<file path="config.mk">
export PLATFORM = sky130hd
export DESIGN_NAME = fabc_top
export DESIGN_NICKNAME = d
export VERILOG_FILES = /design/src/fabc_pkg.sv /design/src/fabc_top.sv /design/src/fabc_apb_regs.sv
export SDC_FILE = /design/constraint.sdc
export NUM_CORES = 1
export LEC_CHECK = 0
export BUFFER_PORTS_ARGS = -buffer_cell sky130_fd_sc_hd__buf_2
export CAP_MARGIN = 20
export CORE_ASPECT_RATIO = 1.1
export CORE_MARGIN = 3
export CORE_UTILIZATION = 40
export CTS_CLUSTER_DIAMETER = 60
export DETAILED_ROUTE_END_ITERATION = 10
export HOLD_SLACK_MARGIN = 0.05
export SYNTH_ARGS = -nofsm -noshare
export SYNTH_HDL_FRONTEND = slang
export SYNTH_SLANG_ARGS = --single-unit
</file>
<file path="constraint.sdc">
create_clock -name pclk -period 5.9 [get_ports pclk]
set_clock_uncertainty 0.2 [all_clocks]
set_input_delay 0.295 -clock pclk [delete_from_list [all_inputs] [get_ports pclk]]
set_output_delay 0.295 -clock pclk [all_outputs]
set_load 0.03 [all_outputs]
</file>
<file path="src/fabc_pkg.sv">
// Purpose: Shared constants and types for the frame acceptance buffer control block
// Assumes: 32-bit APB register bus, one clock domain
// Notes:   Register offsets are byte addresses of aligned words
package fabc_pkg;

    // ------------------------------------------------------------
    // Register map
    // ------------------------------------------------------------
    localparam logic [7:0] FABC_CTRL_OFS   = 8'h00;
    localparam logic [7:0] FABC_STATUS_OFS = 8'h04;
    localparam logic [7:0] FABC_IRQ_OFS    = 8'h08;
    localparam logic [7:0] FABC_MASK_OFS   = 8'h0c;

    // ------------------------------------------------------------
    // Field positions
    // ------------------------------------------------------------
    // Control register
    localparam int CTRL_AUTH_EN_BIT = 0;
    localparam int CTRL_PW_LSB      = 8;
    localparam int CTRL_NW_LSB      = 16;
    // Status register
    localparam int STAT_STATE_LSB   = 0;
    localparam int STAT_WAIT_BIT    = 2;
    localparam int STAT_LOCK_BIT    = 3;
    localparam int STAT_RETX_BIT    = 4;
    localparam int STAT_BUSY_BIT    = 5;
    localparam int STAT_VR_LSB      = 8;
    // Event bits, shared by status-of-events and mask registers
    localparam int EV_ACCEPT_BIT    = 0;
    localparam int EV_NOBUF_BIT     = 1;
    localparam int EV_POSWIN_BIT    = 2;
    localparam int EV_LOCK_BIT      = 3;
    localparam int EV_OVERWRITE_BIT = 4;
    localparam int EV_NEGWIN_BIT    = 5;
    localparam int EV_COUNT         = 6;

    // ------------------------------------------------------------
    // Reset values
    // ------------------------------------------------------------
    localparam logic [7:0] PW_RESET = 8'h0a;
    localparam logic [7:0] NW_RESET = 8'h0a;
    localparam logic       AUTH_EN_RESET = 1'b1;
    localparam logic [7:0] VR_RESET = 8'h00;

    // ------------------------------------------------------------
    // Types
    // ------------------------------------------------------------
    typedef enum logic [1:0] {
        FABC_OPEN    = 2'b01,
        FABC_WAIT    = 2'b10,
        FABC_LOCKOUT = 2'b11
    } fabc_state_t;

    // Classification of a sequenced frame number against the window
    typedef enum logic [1:0] {
        WIN_EXACT = 2'b00,
        WIN_POS   = 2'b01,
        WIN_NEG   = 2'b10,
        WIN_OUT   = 2'b11
    } fabc_win_t;

endpackage

</file>
<file path="src/fabc_top.sv">
// Purpose: Frame acceptance state machine and back-end buffer control
// Assumes: Validated frames arrive as one-cycle strobes; single pclk domain
// Notes:   Control frames (unlock, preset of expected number) come in as strobes
//
// What this block does
// - Open, expected number, buffer empty: accept, count up, clear retransmit, stay open.
// - Open, expected number, buffer busy: discard, set retransmit and wait, go wait.
// - Number in positive window: discard; open also sets retransmit; else no change.
// - Lockout discards expected-number frames; wait treats free-buffer case impossible.
// - Expedited data always written to buffer, erasing old segment with signalled overwrite.
// - Accepted segment goes to authentication, or segmentation when authentication is off.
// - Arrival means a legal frame in front buffer; buffer allocated only on acceptance.
// - Three states: open, wait with wait flag, lockout with lockout flag.
// - Number outside window sets lockout flag and enters lockout.
// - Number in negative window: discarded, no flag or state change.
// - Wait is left when the higher layer releases the back-end buffer, or for lockout on an out-of-window number.
// - Lockout left only on valid unlock; expedited data still accepted in lockout.
//
// The address map and the APB register port were left to the implementer.
`timescale 1ns/1ps
module fabc_top
    import fabc_pkg::*;
(
    // Clock and reset
    input  wire logic        pclk,
    input  wire logic        presetn,
    // APB
    input  wire logic        psel,
    input  wire logic        penable,
    input  wire logic        pwrite,
    input  wire logic [7:0]  paddr,
    input  wire logic [31:0] pwdata,
    output logic      [31:0] prdata,
    output logic             pready,
    output logic             pslverr,
    // Frames from the validation stage
    input  wire logic        frame_valid,
    input  wire logic        frame_expedited,
    input  wire logic [7:0]  frame_seq,
    input  wire logic        unlock_cmd,
    input  wire logic        set_vr_cmd,
    input  wire logic [7:0]  set_vr_value,
    // Higher layer
    input  wire logic        buffer_release,
    output logic             segment_to_auth,
    output logic             segment_to_seg,
    output logic             segment_abort,
    output logic             buffer_busy,
    output logic             wait_flag,
    output logic             lockout_flag,
    output logic             retransmit_flag,
    output logic      [7:0]  expected_seq,
    output logic             irq
);

    // ------------------------------------------------------------
    // Window arithmetic
    // ------------------------------------------------------------
    // Modulo-256 distances keep the window correct across wrap
    function automatic fabc_win_t classify(input logic [7:0] ns, input logic [7:0] vr,
                                           input logic [7:0] pw, input logic [7:0] nw);
        logic [7:0] up;
        logic [7:0] down;
        up   = 8'(ns - vr);
        down = 8'(vr - ns);
        if (up == 8'h00) begin
            classify = WIN_EXACT;
        end else if (pw != 8'h00 && up <= 8'(pw - 8'h01)) begin
            classify = WIN_POS;
        end else if (down <= nw) begin
            classify = WIN_NEG;
        end else begin
            classify = WIN_OUT;
        end
    endfunction

    fabc_state_t          state_reg;
    fabc_state_t          state_next;
    logic [7:0]           vr_reg;
    logic [7:0]           vr_next;
    logic                 retx_reg;
    logic                 retx_next;
    logic                 busy_reg;
    logic                 busy_next;
    logic                 to_auth_next;
    logic                 to_seg_next;
    logic                 abort_next;
    logic [EV_COUNT-1:0]  ev;
    logic                 auth_en;
    logic [7:0]           pos_width;
    logic [7:0]           neg_width;
    fabc_win_t            win;
    logic                 accept;
    logic [31:0]          status_word;
    logic                 wait_next;
    logic                 lock_next;

    // ------------------------------------------------------------
    // Acceptance machine
    // ------------------------------------------------------------
    // One frame per strobe; the strobe marks a legal frame in the front buffer
    always_comb begin
        state_next = state_reg;
        vr_next    = vr_reg;
        retx_next  = retx_reg;
        busy_next  = busy_reg;
        abort_next = 1'b0;
        accept     = 1'b0;
        ev         = '0;
        win        = classify(frame_seq, vr_reg, pos_width, neg_width);
        // Release frees the buffer; a same-cycle acceptance refills it below
        if (buffer_release) begin
            busy_next = 1'b0;
            if (state_reg == FABC_WAIT) begin
                state_next = FABC_OPEN;
            end
        end
        if (frame_valid && frame_expedited) begin
            accept    = 1'b1;
            busy_next = 1'b1;
            if (busy_reg && !buffer_release) begin
                abort_next = 1'b1;
                ev[EV_OVERWRITE_BIT] = 1'b1;
            end
        end else if (frame_valid) begin
            case (state_reg)
                FABC_OPEN: begin
                    case (win)
                        WIN_EXACT: begin
                            if (!busy_reg) begin
                                accept    = 1'b1;
                                busy_next = 1'b1;
                                vr_next   = 8'(vr_reg + 8'h01);
                                retx_next = 1'b0;
                                ev[EV_ACCEPT_BIT] = 1'b1;
                            end else begin
                                retx_next  = 1'b1;
                                state_next = FABC_WAIT;
                                ev[EV_NOBUF_BIT] = 1'b1;
                            end
                        end
                        WIN_POS: begin
                            retx_next = 1'b1;
                            ev[EV_POSWIN_BIT] = 1'b1;
                        end
                        WIN_NEG: begin
                            ev[EV_NEGWIN_BIT] = 1'b1;
                        end
                        default: begin
                            state_next = FABC_LOCKOUT;
                            ev[EV_LOCK_BIT] = 1'b1;
                        end
                    endcase
                end
                FABC_WAIT: begin
                    // Free-buffer case cannot occur here: frame is discarded
                    if (win == WIN_OUT) begin
                        state_next = FABC_LOCKOUT;
                        ev[EV_LOCK_BIT] = 1'b1;
                    end
                end
                FABC_LOCKOUT: begin
                    // Every sequenced frame is dropped while locked out
                    state_next = FABC_LOCKOUT;
                end
                default: begin
                    state_next = FABC_OPEN;
                end
            endcase
        end else if (unlock_cmd) begin
            if (state_reg == FABC_LOCKOUT) begin
                state_next = FABC_OPEN;
            end
            retx_next = 1'b0;
        end else if (set_vr_cmd && state_reg != FABC_LOCKOUT) begin
            vr_next   = set_vr_value;
            retx_next = 1'b0;
        end
        to_auth_next = accept && auth_en;
        to_seg_next  = accept && !auth_en;
        wait_next    = (state_next == FABC_WAIT);
        lock_next    = (state_next == FABC_LOCKOUT);
    end

    // Register stage
    always_ff @(posedge pclk or negedge presetn) begin
        if (!presetn) begin
            state_reg       <= FABC_OPEN;
            vr_reg          <= VR_RESET;
            retx_reg        <= 1'b0;
            busy_reg        <= 1'b0;
            segment_to_auth <= 1'b0;
            segment_to_seg  <= 1'b0;
            segment_abort   <= 1'b0;
            wait_flag       <= 1'b0;
            lockout_flag    <= 1'b0;
        end else begin
            state_reg       <= state_next;
            vr_reg          <= vr_next;
            retx_reg        <= retx_next;
            busy_reg        <= busy_next;
            segment_to_auth <= to_auth_next;
            segment_to_seg  <= to_seg_next;
            segment_abort   <= abort_next;
            wait_flag       <= wait_next;
            lockout_flag    <= lock_next;
        end
    end

    // Remaining outputs are plain copies of registers; pready is tied high
    assign retransmit_flag = retx_reg;
    assign buffer_busy     = busy_reg;
    assign expected_seq    = vr_reg;
    assign pready          = 1'b1;  // Zero wait states keep the slave simple

    always_comb begin
        status_word = 32'h0000_0000;
        status_word[STAT_STATE_LSB +: 2] = state_reg;
        status_word[STAT_WAIT_BIT]       = wait_flag;
        status_word[STAT_LOCK_BIT]       = lockout_flag;
        status_word[STAT_RETX_BIT]       = retx_reg;
        status_word[STAT_BUSY_BIT]       = busy_reg;
        status_word[STAT_VR_LSB +: 8]    = vr_reg;
    end

    // ------------------------------------------------------------
    // Register file
    // ------------------------------------------------------------
    fabc_apb_regs u_regs (
        .pclk      (pclk),
        .presetn   (presetn),
        .psel      (psel),
        .penable   (penable),
        .pwrite    (pwrite),
        .paddr     (paddr),
        .pwdata    (pwdata),
        .prdata    (prdata),
        .pslverr   (pslverr),
        .status_in (status_word),
        .event_in  (ev),
        .auth_en   (auth_en),
        .pos_width (pos_width),
        .neg_width (neg_width),
        .irq       (irq)
    );
endmodule

</file>
<file path="src/fabc_apb_regs.sv">
// Purpose: APB slave holding control, interrupt status and mask registers
// Assumes: Zero-wait-state APB, 32-bit data
// Notes:   Event bits are write-one-to-clear; a new event wins over a clear
`timescale 1ns/1ps
module fabc_apb_regs
    import fabc_pkg::*;
(
    // Clock and reset
    input  wire logic                 pclk,
    input  wire logic                 presetn,
    // APB
    input  wire logic                 psel,
    input  wire logic                 penable,
    input  wire logic                 pwrite,
    input  wire logic [7:0]           paddr,
    input  wire logic [31:0]          pwdata,
    output logic      [31:0]          prdata,
    output logic                      pslverr,
    // Block side
    input  wire logic [31:0]          status_in,
    input  wire logic [EV_COUNT-1:0]  event_in,
    output logic                      auth_en,
    output logic      [7:0]           pos_width,
    output logic      [7:0]           neg_width,
    output logic                      irq
);

    logic [31:0]         ctrl_reg;
    logic [31:0]         ctrl_next;
    logic [EV_COUNT-1:0] ev_reg;
    logic [EV_COUNT-1:0] ev_next;
    logic [EV_COUNT-1:0] mask_reg;
    logic [EV_COUNT-1:0] mask_next;
    logic [31:0]         prdata_next;
    logic                pslverr_next;
    logic                irq_next;
    logic                wr;
    logic                rd;
    logic                mapped;

    // Control word after reset, assembled from the package field positions
    localparam logic [31:0] CTRL_RESET = (32'(NW_RESET) << CTRL_NW_LSB)
                                       | (32'(PW_RESET) << CTRL_PW_LSB)
                                       | (32'(AUTH_EN_RESET) << CTRL_AUTH_EN_BIT);

    // ------------------------------------------------------------
    // Access decode and next values
    // ------------------------------------------------------------
    // Setup-phase decode so read data is ready in the access phase
    always_comb begin
        wr        = psel && penable && pwrite;
        rd        = psel && !penable && !pwrite;
        mapped    = (paddr == FABC_CTRL_OFS) || (paddr == FABC_STATUS_OFS)
                 || (paddr == FABC_IRQ_OFS) || (paddr == FABC_MASK_OFS);
        ctrl_next = ctrl_reg;
        mask_next = mask_reg;
        ev_next   = ev_reg;
        if (wr && paddr == FABC_CTRL_OFS) begin
            ctrl_next = pwdata;
        end
        if (wr && paddr == FABC_MASK_OFS) begin
            mask_next = pwdata[EV_COUNT-1:0];
        end
        if (wr && paddr == FABC_IRQ_OFS) begin
            ev_next = ev_next & ~pwdata[EV_COUNT-1:0];
        end
        ev_next      = ev_next | event_in;      // Set wins over clear
        prdata_next  = prdata;
        pslverr_next = 1'b0;
        if (rd) begin
            case (paddr)
                FABC_CTRL_OFS:   prdata_next = ctrl_reg;
                FABC_STATUS_OFS: prdata_next = status_in;
                FABC_IRQ_OFS:    prdata_next = {{(32-EV_COUNT){1'b0}}, ev_reg};
                FABC_MASK_OFS:   prdata_next = {{(32-EV_COUNT){1'b0}}, mask_reg};
                default:         prdata_next = 32'h0000_0000;
            endcase
        end
        if (psel && !penable) begin
            pslverr_next = !mapped;
        end
        irq_next = |(ev_next & mask_next);
    end

    // Register stage
    always_ff @(posedge pclk or negedge presetn) begin
        if (!presetn) begin
            ctrl_reg <= CTRL_RESET;
            mask_reg <= '0;
            ev_reg   <= '0;
            prdata   <= 32'h0000_0000;
            pslverr  <= 1'b0;
            irq      <= 1'b0;
        end else begin
            ctrl_reg <= ctrl_next;
            mask_reg <= mask_next;
            ev_reg   <= ev_next;
            prdata   <= prdata_next;
            pslverr  <= pslverr_next;
            irq      <= irq_next;
        end
    end

    // Field extraction from control word
    assign auth_en   = ctrl_reg[CTRL_AUTH_EN_BIT];
    assign pos_width = ctrl_reg[CTRL_PW_LSB +: 8];
    assign neg_width = ctrl_reg[CTRL_NW_LSB +: 8];

endmodule

</file>
==> impl_summary.txt <==
----------------------------------------------------
[Logic synthesis]
  Synthesized-area fraction occupied by and/or/nand/nor cells ... 0.153
  Post-synthesis async set-or-reset flop share ... 1.00
  Portion of the post-synthesis area used by sequential elements ... 0.436
  Most used flip-flop cell after synthesis ... dfrtp_1
  Adder and majority gate portion of the synthesized area ... 0.101
  Parity-gate share of the synthesized area counting xor and xnor cells ... 0.0288
  Synthesis-stage register bit count ... 95
  Area fraction in compound gates after synthesis ... 0.145
  Post-synthesis net count ... 665
  Synthesized cell area ... 5470 µm²
  Synth warnings ... 0
  Count of flip-flops with a built-in enable after synthesis ... 0
  Mean Syn Cell Area ... 9.84 µm²
  Share of synthesized area spent on multiplexers ... 0.0892
  Synth unique cells ... 64
  Area share of the leading cell type in the synthesized netlist ... 0.407
  Cells taking the most area after synthesis ... dfrtp_1 41%, ha_1 9.4%, mux2_1 5.3%, nand2_1 5.1%, o21ai_0 3.1%
  Biggest area consumer among synthesized cells ... dfrtp_1
  Largest family of logic cells by synthesized area ... simple AND/OR/NAND/NOR gates
  Synth Instances ... 556

[Global routing]
  Global-route wire length before repair ... 23700 µm
  Global-route usage over all layers ... 0.194
  Layer with the highest usage ... met2
  Total congestion overflow after global routing ... 0
  Met1 capacity usage during global routing ... 0.263
  Number of global-route vias before repair ... 4512
  Global-route track usage on met3 ... 0.0303
  M2 GR Usage ... 0.326
  Pin count of the biggest net entering global routing ... 50
  Antenna violations before repair ... 0

[Timing]
  Number of hold violations in the final report ... 0
  Relative slew slack ... 0.421
  Highest Clock Rate ... 0.203 GHz
  Pin slew with the least headroom to its limit ... 0.864 ns
  Final min period ... 4.92 ns
  Fraction of the cycle the final worst path needs ... 0.833
  Count of pins over their slew limit ... 0
  Setup repair after global routing missed its margin ... no
  Final setup fails ... 0
  Setup Total Neg Slack ... 0 ns

[Worst hold path]
  HP Class ... in2reg
  Number of cells traversed by the worst hold path ... 3

[Drt]
  First-pass iteration count of the detailed router ... 4
  Vias after detailed routing ... 4495
  DRC marker count from the first detailed-route iteration ... 337
  Count of unresolved DRC violations after routing ... 0
  Antenna viol nets, final ... 0
  Drt total wl ... 14600 µm
  Average routed wire per standard cell ... 16.5 µm
  Via-to-Cell Ratio ... 5.08

[Pwr]
  Total power of the final layout ... 2.35 mW
  Share of power burned in combinational logic ... 0.420
  Internal power ... 1.41 mW
  Net Sw Power ... 941 µW
  Net Sw Frac ... 0.401
  Sequential share of power ... 0.337
  Clock Power Share ... 0.244
  Power density over the cells ... 343 nW/µm²
  Cell leakage power ... 3.51 nW
  Peak supply drop ... 0.000148 V

[Clock tree]
  TritonCTS buffer count ... 9
  CTS H-tree lvls ... 3
  Buffers inserted by post-CTS timing repair ... 0
  CTS max path bufs ... 2
  CTS clk-pin slew, worst paths ... 0.08 ns
  CTS tree ... done
  Worst skew pair latency ... 0.35 ns
  Post-cts repair resize count ... 0
  Sink count of the clock tree ... 95
  Clock root buffer master ... clkbuf_16
  Hold buffers post-CTS ... 35

[Setup path]
  CP Cell Sequence ... ha_1 -> nand2_1 -> o21ai_0 -> a31oi_1 -> o21ai_0 -> xor2_1 -> ha_1 -> and4_1 -> and3_1 -> o21ai_0 -> o21ai_0 -> o31ai_1 -> ha_1 -> nand2_1 -> nor3_1 -> a31o_2 -> nand3_1 -> o21ai_0 -> a221oi_1
  Critical Path End Type ... flip-flop
  Launching element type of the critical path ... flip-flop
  Cell with the largest stage delay on the worst path ... dfrtp_1
  Worst-path fanout max ... 10
  Crit path arrival time ... 4.92 ns
  Worst stage delay on the critical path ... 0.45 ns
  FF-to-FF setup slack ... 0.98 ns
  Worst EP required ... 5.91 ns
  Worst setup path category ... reg2reg
  Cell repeated most along the worst path ... o21ai_0
  R2R depth ... 19

[Die]
  Die Width ... 118 µm
  Number of cell rows ... 44
  Core Footprint ... 13300 µm²
  Die outline area ... 15100 µm²
  Die height ... 129 µm
  Top Ports ... 116
  Initial core utilization ... 0.412

[Flow run]
  Maximum capacitance violations ... 0

[Run status]
  Result of the run ... finished, final reports clean

[Placed design]
  Gp weighted congestion ... 0.893
  Placed instance area ... 6200 µm²
  Cell count after placement ... 833
  Port Buffer Count ... 114
  Total half-perimeter wirelength after legalization and detailed placement ... 10800 µm

[Final layout]
  Post-layout utilization of the core ... 0.516
  Leading cell types in the layout, fill and taps excluded ... 113 x buf_2, 89 x dfrtp_1, 74 x nand2_1, 41 x inv_1, 41 x ha_1
  Ratio of cells with drive above 1 in the final layout ... 0.230
  Most common cell after layout, fill and taps aside ... buf_2
  Final design instance area without fill ... 6850 µm²
  Cell Count, Final, Fillers Out ... 884
  Antenna diode count ... 0
  Final #Nets ... 804
  Layout Area Growth over Synthesis ... 25.1%

----------------------------------------------------
==> final cells by class <==
type                    instances  area, µm²
fillers                      1284       6420
multi-input cells             396       2840
flip-flops and latches         95       2380
repair buffers                152        946
well taps                     184        230
clock buffers                   9        225
inverters                      41        154
clock inverters                 7       66.3
==> synthesized netlist by cell type (all sizes together) (5+ instances only) <==
cell type / n
xor2: 5
clkbuf: 17
nor3: 8
nand2: 75
ha: 41
xnor2: 13
inv: 41
nor2: 26
a21oi: 33
mux2: 38
dfstp: 6
nor2b: 5
o21ai: 34
a22oi: 8
mux2i: 6
nand3: 29
buf: 7
dfrtp: 89
a21o: 9
==> metrics by stage <==
stage          hold WS, ns  setup WS (ns)
4_1_cts             0.0576           1.01
6_report            0.0664          0.982
3_3_place_gp         0.138           1.28
2_1_floorplan       -0.201           1.32
5_1_grt             0.0895          0.497
3_5_place_dp         0.145           1.02
==> worst max-delay path: cells and delay by family (launching register included) <==
family | cells | cell delay, ns
DFF | 1 | 0.45
adders and majority gates | 3 | 1.07
and+or+nand+nor | 6 | 0.89
xor gates and xnor gates | 1 | 0.37
AOI/OAI and AO/OA | 9 | 1.82
==> worst paths after layout <==
kind / endpoint / startpoint
min in group asynchronous: u_regs.prdata[28] / presetn
setup reg to reg: expected_seq[3] / expected_seq[2]
max in group asynchronous: retransmit_flag / presetn
setup / recovery: expected_seq[3] / expected_seq[2]
hold / removal: expected_seq[7] / set_vr_value[7]
hold reg to reg: u_regs.prdata[19] / u_regs.prdata[19]
==> kinds of logic after synthesis <==
family,count (synthesis)
flops,95
xor+xnor,18
compound gates,124
buf+inv,65
mux,44
other cells,1
simple gates,166
fa+ha+maj,43
==> routing by layer <==
metal	wire, µm	part of all wire	vias up
li1	-	-	2228
met3	504	0.035	12
met5	0	0	-
met2	7090	0.49	96
met4	197	0.014	0
met1	6770	0.46	2159
==> power groups by stage <==
stage	Clock, mW	Combinational [mW]	Sequential [mW]
global route	0.607	1.11	0.798
floorplan	0	0.646	0.837
finish	0.572	0.985	0.790
global placement	0	0.947	0.800
CTS	0.581	0.989	0.789
detailed placement	0	0.963	0.802
No activity file was read; power rests on OpenSTA's default activity.
